## src/pkg/sram_host_defs.svh

```systemverilog
// Timing constants for the static memory host controller.
`ifndef SRAM_HOST_DEFS_SVH
`define SRAM_HOST_DEFS_SVH

`define CLK_PERIOD_NS 50
`define ADDR_W 8
`define DATA_W 4
`define WORD_COUNT 256
// Slowest grade figures, in ns.
`define T_RD_CYCLE_NS 1000
`define T_WR_CYCLE_NS 1000
`define T_WR_PULSE_NS 800
`define T_ADDR_SETUP_NS 150
`define T_SEL_SETUP_NS 900
`define T_DATA_SETUP_NS 700
`define T_ADDR_HOLD_NS 50
`define T_DATA_HOLD_NS 100
`define T_ACCESS_NS 1000
`define T_OUT_DIS_NS 200
// Least times round up to whole cycles.
`define CYC(ns) (((ns) + `CLK_PERIOD_NS - 1) / `CLK_PERIOD_NS)
`define RD_CYC `CYC(`T_RD_CYCLE_NS)
`define ACCESS_CYC `CYC(`T_ACCESS_NS)
`define ADDR_SETUP_CYC `CYC(`T_ADDR_SETUP_NS)
`define WR_PULSE_CYC `CYC(`T_WR_PULSE_NS + `T_SEL_SETUP_NS - `T_WR_PULSE_NS)
`define DATA_HOLD_CYC `CYC(`T_DATA_HOLD_NS)
`define ADDR_HOLD_CYC `CYC(`T_ADDR_HOLD_NS)
`define OUT_DIS_CYC `CYC(`T_OUT_DIS_NS)
`define WR_REST_CYC `CYC(`T_WR_CYCLE_NS - `T_ADDR_SETUP_NS - `T_SEL_SETUP_NS)

`endif

```

## src/pkg/sram_host_pkg.sv

```systemverilog
// Types for the static memory host controller.
`default_nettype none
package sram_host_pkg;
  typedef enum logic [2:0] {
    st_idle = 3'b000,
    st_rd_setup = 3'b001,
    st_rd_wait = 3'b010,
    st_rd_done = 3'b011,
    st_wr_setup = 3'b100,
    st_wr_pulse = 3'b101,
    st_wr_hold = 3'b110,
    st_release = 3'b111
  } host_state_t;
endpackage
`default_nettype wire
```

## src/design/phase_timer.sv

```systemverilog
// Down counter that times each phase of a memory access.
`default_nettype none
module phase_timer (
  input wire logic clk,
  input wire logic rst,
  input wire logic load,
  input wire logic [7:0] count,
  output logic expired
);
  logic [7:0] left_q;

  always_ff @(posedge clk or posedge rst) begin
    if (rst) begin
      left_q <= 8'h00;
    end else if (load) begin
      left_q <= count;
    end else if (left_q != 8'h00) begin
      left_q <= left_q - 8'h01;
    end
  end

  // Expired looks at the count alone, since the load is itself decided from it.
  assign expired = (left_q == 8'h00);
endmodule
`default_nettype wire

```

## src/design/sram_host.sv

```systemverilog
// Host controller that drives a 256 by 4 static memory with shared data lines.
`include "sram_host_defs.svh"
`default_nettype none
// Behaviour
// RULE1: Present one of 256 word addresses on the eight word-select lines.
// RULE2: Enable device by driving both active-low selects low together.
// RULE3: Device ignores writes and floats data while any select is high.
// RULE4: Read/write line high for reads, low only while writing.
// RULE5: Read/write back high before address changes, held for a hold interval.
// RULE6: Device drives read data only while output gate is low.
// RULE7: Write data valid setup before and hold after read/write rise.
// RULE8: Device takes input only while writing with both selects low.
// RULE9: Device drives data only with both selects and gate low.
// RULE10: Read returns the stored bits unchanged and uninverted.
// RULE11: No refresh or clock is needed to keep stored words.
// RULE12: Host drives data only after output-disable delay has passed.
// RULE13: Output gate stays high throughout every write access.
module sram_host (
  input wire logic clk,
  input wire logic rst,
  input wire logic req_valid,
  input wire logic req_write,
  input wire logic [7:0] req_addr,
  input wire logic [3:0] req_wdata,
  output logic req_ready,
  output logic rsp_valid,
  output logic [3:0] rsp_rdata,
  output logic [7:0] word_select_lines,
  output logic first_select_n,
  output logic second_select_n,
  output logic out_gate_n,
  output logic read_write,
  input wire logic [3:0] shared_data_lines_i,
  output logic [3:0] shared_data_lines_o,
  output logic shared_data_lines_oe_n
);
  import sram_host_pkg::*;

  // ----------------------------------------------------------------
  // Pin synchroniser
  // ----------------------------------------------------------------
  logic [3:0] data_meta_q;
  logic [3:0] data_sync_q;

  always_ff @(posedge clk or posedge rst) begin
    if (rst) begin
      data_meta_q <= 4'h0;
      data_sync_q <= 4'h0;
    end else begin
      data_meta_q <= shared_data_lines_i;
      data_sync_q <= data_meta_q;
    end
  end

  // ----------------------------------------------------------------
  // Sequencer
  // ----------------------------------------------------------------
  host_state_t state_q;
  host_state_t state_d;
  logic tmr_load;
  logic [7:0] tmr_count;
  logic tmr_done;

  phase_timer u_timer (
    .clk(clk),
    .rst(rst),
    .load(tmr_load),
    .count(tmr_count),
    .expired(tmr_done)
  );

  // Timer loads on every state change with the length of the new phase.
  always_comb begin
    state_d = state_q;
    tmr_count = 8'h00;
    case (state_q)
      st_idle: begin
        if (req_valid) begin
          state_d = req_write ? st_wr_setup : st_rd_setup;
          tmr_count = 8'(`ADDR_SETUP_CYC);
        end
      end
      st_rd_setup: begin
        if (tmr_done) begin
          state_d = st_rd_wait;
          // Two extra cycles cover the input synchroniser.
          tmr_count = 8'(`ACCESS_CYC + 2);
        end
      end
      st_rd_wait: begin
        if (tmr_done) begin
          state_d = st_rd_done;
        end
      end
      st_rd_done: begin
        state_d = st_release;
        // Release waits out the output-disable delay before the host may drive again.
        tmr_count = 8'(`OUT_DIS_CYC); // RULE12
      end
      st_wr_setup: begin
        if (tmr_done) begin
          state_d = st_wr_pulse;
          tmr_count = 8'(`WR_PULSE_CYC);
        end
      end
      st_wr_pulse: begin
        if (tmr_done) begin
          state_d = st_wr_hold;
          tmr_count = 8'(`DATA_HOLD_CYC + `WR_REST_CYC);
        end
      end
      st_wr_hold: begin
        if (tmr_done) begin
          state_d = st_idle;
        end
      end
      st_release: begin
        if (tmr_done) begin
          state_d = st_idle;
        end
      end
      default: begin
        state_d = st_idle;
      end
    endcase
  end

  assign tmr_load = (state_d != state_q);

  always_ff @(posedge clk or posedge rst) begin
    if (rst) begin
      state_q <= st_idle;
    end else begin
      state_q <= state_d;
    end
  end

  // Requests are taken only between accesses, so address and write data never change mid-access.
  assign req_ready = (state_q == st_idle);

  // ----------------------------------------------------------------
  // State decoding
  // ----------------------------------------------------------------
  // Read phases keep the memory selected with its output gate open.
  function automatic logic in_read(input host_state_t s);
    return (s == st_rd_setup) || (s == st_rd_wait) || (s == st_rd_done);
  endfunction

  // Write phases, hold included, are those in which the host drives the data lines.
  function automatic logic in_write(input host_state_t s);
    return (s == st_wr_setup) || (s == st_wr_pulse) || (s == st_wr_hold);
  endfunction

  // ----------------------------------------------------------------
  // Pins
  // ----------------------------------------------------------------
  logic [7:0] addr_q;
  logic [3:0] wdata_q;
  logic sel_n_q;
  logic gate_n_q;
  logic rw_q;
  logic oe_n_q;

  // Address and write data latch only when idle, so they never move mid-access.
  always_ff @(posedge clk or posedge rst) begin
    if (rst) begin
      addr_q <= 8'h00;
      wdata_q <= 4'h0;
    end else if (req_valid && req_ready) begin
      addr_q <= req_addr; // RULE1 RULE5
      wdata_q <= req_wdata;
    end
  end

  always_ff @(posedge clk or posedge rst) begin
    if (rst) begin
      sel_n_q <= 1'b1;
      gate_n_q <= 1'b1;
      rw_q <= 1'b1;
      oe_n_q <= 1'b1;
    end else begin
      sel_n_q <= !(in_read(state_d) || state_d == st_wr_setup ||
                   state_d == st_wr_pulse); // RULE2 RULE3
      gate_n_q <= !in_read(state_d); // RULE6 RULE9 RULE13
      rw_q <= (state_d != st_wr_pulse); // RULE4 RULE5 RULE8
      // Host drives data through setup, pulse and hold, never during release.
      oe_n_q <= !in_write(state_d); // RULE7 RULE12
    end
  end

  assign word_select_lines = addr_q;
  // Both selects share one flop, so they can never differ.
  assign first_select_n = sel_n_q;
  assign second_select_n = sel_n_q;
  assign out_gate_n = gate_n_q;
  assign read_write = rw_q;
  assign shared_data_lines_o = wdata_q;
  assign shared_data_lines_oe_n = oe_n_q;

  // ----------------------------------------------------------------
  // Read answer
  // ----------------------------------------------------------------
  logic rsp_valid_q;
  logic [3:0] rdata_q;

  always_ff @(posedge clk or posedge rst) begin
    if (rst) begin
      rsp_valid_q <= 1'b0;
      rdata_q <= 4'h0;
    end else begin
      rsp_valid_q <= (state_q == st_rd_done);
      // Read data is captured from the second synchroniser stage in the done phase.
      if (state_q == st_rd_done) begin
        rdata_q <= data_sync_q; // RULE10 RULE11
      end
    end
  end

  assign rsp_valid = rsp_valid_q;
  assign rsp_rdata = rdata_q;
endmodule
`default_nettype wire

```

## config.mk

```make
export PLATFORM = sky130hd
export DESIGN_NAME = sram_host
export DESIGN_NICKNAME = d
export VERILOG_FILES = /design/src/pkg/sram_host_pkg.sv /design/src/design/phase_timer.sv /design/src/design/sram_host.sv
export VERILOG_INCLUDE_DIRS = /design/src /design/src/pkg
export SDC_FILE = /design/constraint.sdc
export NUM_CORES = 1
export LEC_CHECK = 0
export BUFFER_PORTS_ARGS = -buffer_cell sky130_fd_sc_hd__buf_4
export CORE_MARGIN = 2
export CORE_UTILIZATION = 59
export CTS_BUF_LIST = sky130_fd_sc_hd__clkbuf_2
export DETAILED_ROUTE_END_ITERATION = 7
export PLACE_DENSITY = 0.87
export SETUP_SLACK_MARGIN = 0.3
export SYNTH_ARGS = -nofsm -noshare
export SYNTH_HDL_FRONTEND = slang
export SYNTH_HIERARCHICAL = 1
export SYNTH_SLANG_ARGS = --single-unit
```

## constraint.sdc

```tcl
create_clock -name clk -period 5.2 [get_ports clk]
set_input_delay 0 -clock clk [delete_from_list [all_inputs] [get_ports clk]]
set_output_delay 0 -clock clk [all_outputs]
set_load 0.05 [all_outputs]
```

# Word level (Yosys, flattened, before mapping)
# Index checks and enable logic that the tools add are counted.
# W data, S select, Z words.
# classes
add_sub_neg	1
n_mul	0
n_div	0
order_cmp	0
eq_ne	15
shift	0
muxes	15
n_bitwise	0
reduce_logical	15
# ops
op	n
$pmux W5 S5	1
$eq A3 B3 Y1 const B	7
$mux W3	7
$pmux W3 S7	1
$mux W8	2
$eq A3 B2 Y1 const B	4
$mux W5	2
$logic_not A8 Y1	1
$reduce_bool A8 Y1	1
$sub A8 B1 Y8 const B	1
$eq A3 B1 Y1 const B	2
$logic_or A1 B1 Y1	6
$mux W2	2
$logic_not A1 Y1	3
$logic_not A3 Y1	1
$ne A3 B3 Y1	1
$ne A3 B3 Y1 const B	1
$reduce_bool A2 Y1	1
$reduce_or A2 Y1	1
$logic_and A1 B1 Y1	1
# totals
register_bits	40
latchBits	0
ram_bits	0
rom_bits	0
in_bits	20
output_inout_bits	23
mem_count	0

# Longest topological paths before layout
# depth
word_depth	9
depth_mapped	12
depth_no_buf	9

# By module
# The synthesis kept the hierarchy.
# modules_own_cells
module	instances	cells_each	area_per_inst_um2
sram_host	1	95	1271.2
phase_timer	1	56	496.7

# Least setup slack after synthesis
# Ideal clock, no wire load.
# synth_path
path_kind	register -> register
startpoint	register u_timer.left_q[0]
endpoint	register u_timer.left_q[6]
setup_time_ns	0.077
arrival_ns	2.578
t_required_ns	5.123
setup_slack_ns	2.545
path_stages_with_launch	13
path_cell_list	dfrtp_1 inv_1 ha_1 or4b_1 buf_2 nor2_2 inv_1 a21oi_1 o22a_1 buf_1 clkbuf_1 a31oi_1 a21oi_1
# synth_via
elab_chain_len	5
elab_cells_between_ends	13
cone_classes	add/sub: 1; eq/ne: 1; mux: 8; reduce/logical: 3
# synth_lines
item	line	rtl
from (decl)	phase_timer.sv:10	logic [7:0] left_q;
from (signal assigned)	phase_timer.sv:16	left_q <= count;
from (signal assigned)	phase_timer.sv:18	left_q <= left_q - 8'h01;
$logic_not A8 Y1 *	phase_timer.sv:23	assign expired = (left_q == 8'h00);
via tmr_done	sram_host.sv:62	logic tmr_done;
$mux W3, on equally long branches	-	
$pmux W3 S7 *	sram_host.sv:76	case (state_q)
$ne A3 B3 Y1 *	sram_host.sv:128	assign tmr_load = (state_d != state_q);
via tmr_load	sram_host.sv:60	logic tmr_load;
$mux W8 / $reduce_bool A2 Y1 (equally long branches)	-	
# Mark *: on every way through the listed nets, which the timed path passes. The rest lies on a longest branch. The select of a mux whose other input is x is not followed.
# A chain may end at the register's enable or synchronous reset.

# Worst setup path after layout
# layout_path
startpoint	register u_timer.left_q[0]
endpoint	register u_timer.left_q[7]
# Same word-level chain as after synthesis.

==> metrics list <==
* Fmax: 318 MHz
- Setup slack closes at 2.05 ns.
- The layout has 132 filler cells.
* Post-synthesis cell type count: 41
- Place WS: 2.17 ns
* Share of cells above drive strength 1: 34.7%
- Counting flops with an async set or reset pin after synthesis yields a share of 100%.
- Post-detailed-route DRC marker count: 2
- The hold violation count in the final report is 0.
- Number of global-route vias before repair: 1420
- The total area inside the core boundary comes to 2810 um2.
- Entering global routing, the biggest net connects 33 pins.
- Count of input and output buffers: 42
- Post-layout total power: 569 uW
- The checks that failed: design-rule violations.
* Detailed-router iteration count before antenna repair: 6
* Startpoint of the worst setup timing path: u_timer/left_q[0]
- Biggest fanout along the worst timing path: 17
* TritonCTS clock tree: built
* Synthesized instance count: 151
* Area of combinational cells with multiple inputs: 684 um2
- The placed instances occupy a cell area of 2080 um2.
* Maximum clock insertion buffer count: 2
- For this run the aggregate overflow at the end of global routing stands at 0.
- Number of synthesized flops with an enable pin: 0
- During I/O placement, the number of pins put on the boundary was 43.
* Outcome: complete, but fails checks
* Destination of the worst register-to-register timing path: u_timer/left_q[7]
- For the worst setup path, the data arrival time is 3.43 ns.
- Antenna cell count: 0
- After the flow finishes, the layout carries non-filler instances totaling 247.
- Summed over all cells, the static leakage comes to 1.11 nW.
* Startpoint type of the worst setup path: flop
- The die covers 3450 um2.
- Summed instance area of the synthesized netlist: 1770 um2
- Launching point of the worst reg2reg path: u_timer/left_q[0]
- DP HPWL: 2.45 mm
- Row count: 19
* Worst skew pair latency: 0.40 ns
* Final routed wire length divided by cell count: 16.5 um
- In this run the remaining antenna-violating nets after routing total 0.
- For this block, the routed nets add up to 4.08 mm of wire.
- The worst setup path is captured at a flop.
- Top cell type's share of synthesized area: 51.0%
* Maxcap violations: 0
* Final period util: 60.6%
- For the worst setup path, the data required time is 5.48 ns.
- Sequential element share of the synthesized area: 56.9%
* Top cell type by total area after synthesis: dfrtp_1
- Nets@finish: 236
- The worst-case IR drop observed on VDD is 0.194 mV.
- Counting every sink on the clock net gives 40.
* Global-route usage over all layers: 27.4%
- Worst setup slack for register-to-register paths: 2.05 ns
* Initial antenna violation count: 0
- The worst path in the final design needs a cycle of 3.15 ns, including I/O delays and setup.
- Count of pins over their slew limit: 0
- Unrepaired setup endpoints after global routing: no
* Count of synthesis-stage warnings from yosys: 6
- Across all layers, the routed design uses 1411 vias.
- After routing, the total negative slack on setup checks comes to 0 ns.
- Number of DRC violations after detailed-routing iteration 0: 41
* Worst slew margin relative to its limit: 23.6%
- For this design the ratio of total power to cell area is 242 nW/um2.
* Clock-pin slew on the worst setup and hold paths: 0.18 ns
- The critical path is of the reg2reg type.
* Register area: 1010 um2
- Clock tree synthesis selected as its root buffer the cell clkbuf_2.
- The most critical setup path has its endpoint at u_timer/left_q[7].
* Post-synthesis average cell area: 11.7 um2
* Initial core utilization: 63.0%
- At the pin with the least slew margin, the transition time is 1.15 ns.
* Number of clock buffers inserted by TritonCTS: 5
- Clock skew on the completed layout was measured at 0.0330 ns.
- Final estimated routing congestion in global placement: 0.997
- Global-route wire length before repair: 6.92 mm
* Area growth from synthesis to final layout: 32.9%
* H-tree Lvls: 2
- Sorting the synthesized cells by area gives the leading types as dfrtp_1, mux2_2, dfstp_2, a21oi_1, inv_1.
- Classification of the worst-slack hold path: in2async
* Number of placed cells counting well taps: 219
* Chip width: 58.7 um
* Die boundary height: 58.7 um
- Measured in cells, the most critical reg-to-reg path has a length of 9.
- Dividing the detail-routed via count by the number of cells gives 5.71.
- Setup violations remaining at the end of the flow were counted as 0.
- For this run, the leading register cell type out of synthesis is dfrtp_1.
* Flop and latch count out of synthesis: 40
- With fillers left out, the area of the finished cells amounts to 2350 um2.
## timing repair
| action | 4_1_cts | 5_1_grt |
|---|---|---|
| resized for setup | 0 | 0 |
| endpoints found under the hold margin | 56 | 0 |
| hold buffers | 20 | 0 |
| buffers inserted | 0 | 0 |
## flip-flops by register name, indices dropped and copies added (netlist names), 3 cells and up
signal and flops:
word_select_lines 8, data_sync_q 4, rsp_rdata 4, state_q 3, u_timer/left_q 8, data_meta_q 4
shared_data_lines_o 4
## through the flow
step           hold slack [ns]  util (%)
2_1_floorplan           -0.184         -
3_3_place_gp           -0.0277      74.2
3_5_place_dp           -0.0163      74.2
4_1_cts                 0.0829      83.8
5_1_grt                  0.111      83.8
6_report                 0.110      83.8
## synthesized netlist by cell type (all sizes together) (3+ instances only)
library cell  count
inv              10
dfstp             4
xnor2             3
o31ai             4
nand2             9
o21ai             5
nor3              8
mux2             16
nor2b             3
or3               3
a31oi             3
dfrtp            36
buf               6
nor2              7
a21oi             8
## critical path: stages, from the launching register on
cell and delay [ns]:
dfrtp_1 0.47, inv_1 0.11, ha_1 0.25, or4b_1 0.60, nor2_2 0.36, inv_1 0.16
a21oi_1 0.19, o22a_1 0.49, nor3_1 0.10, a221o_1 0.33
## kinds of logic (layout without fill, tap and decap cells)
family	Yosys count	in the layout	share of synthesized area, %
other	1	4	0.212
muxes	16	16	10.2
AOI/OAI and AO/OA	33	33	13.0
and+or+nand+nor	38	38	12.0
adders and majority gates	1	1	0.708
DFF	40	40	56.9
xor gates and xnor gates	4	4	1.98
buffers and inverters	18	80	5.03
## where the power goes
part           switching, mW  internal, mW  total, mW
registers            0.00416         0.319      0.324
clock network          0.103        0.0808      0.184
logic                 0.0336        0.0285     0.0621
total                  0.141         0.429      0.569
## metal layers
layer	vias to the layer above	global-route usage [%]	wire (um)
met4	0	10.1	101
met5	-	0	0
met3	10	8.57	314
li1	654	-	-
met2	76	44.6	2050
met1	671	34.6	1610
## layout make-up
type | count | area share (%)
multi-input combinational | 96 | 29.1
timing repair buffer | 62 | 21.9
clock inverter | 3 | 1.81
tap | 31 | 1.65
clock buffer | 5 | 1.06
inverter | 10 | 1.60
sequential | 40 | 42.8
## cells in the final DEF (no fill, tap or decap), types with 5 or more instances in the layout
master	Yosys	routed
clkbuf_2	0	5
mux2_2	16	16
dfrtp_1	36	36
dlygate4sd3_1	0	20
nor3_1	7	7
a21oi_1	8	8
nor2_1	6	6
inv_1	10	10
buf_4	1	42
nand2_1	9	9
## how the worst min path moves through the flow
stage	to	slack (ns)	cells past startpoint
6_report	u_timer/left_q[4]	0.11	3
5_1_grt	u_timer/left_q[5]	0.11	3
4_1_cts	u_timer/left_q[4]	0.08	3
3_5_place_dp	u_timer/left_q[4]	-0.02	2
3_3_place_gp	u_timer/left_q[4]	-0.03	2
2_1_floorplan	u_timer/left_q[0]	-0.18	1
Power figures use the tool's default switching activity.
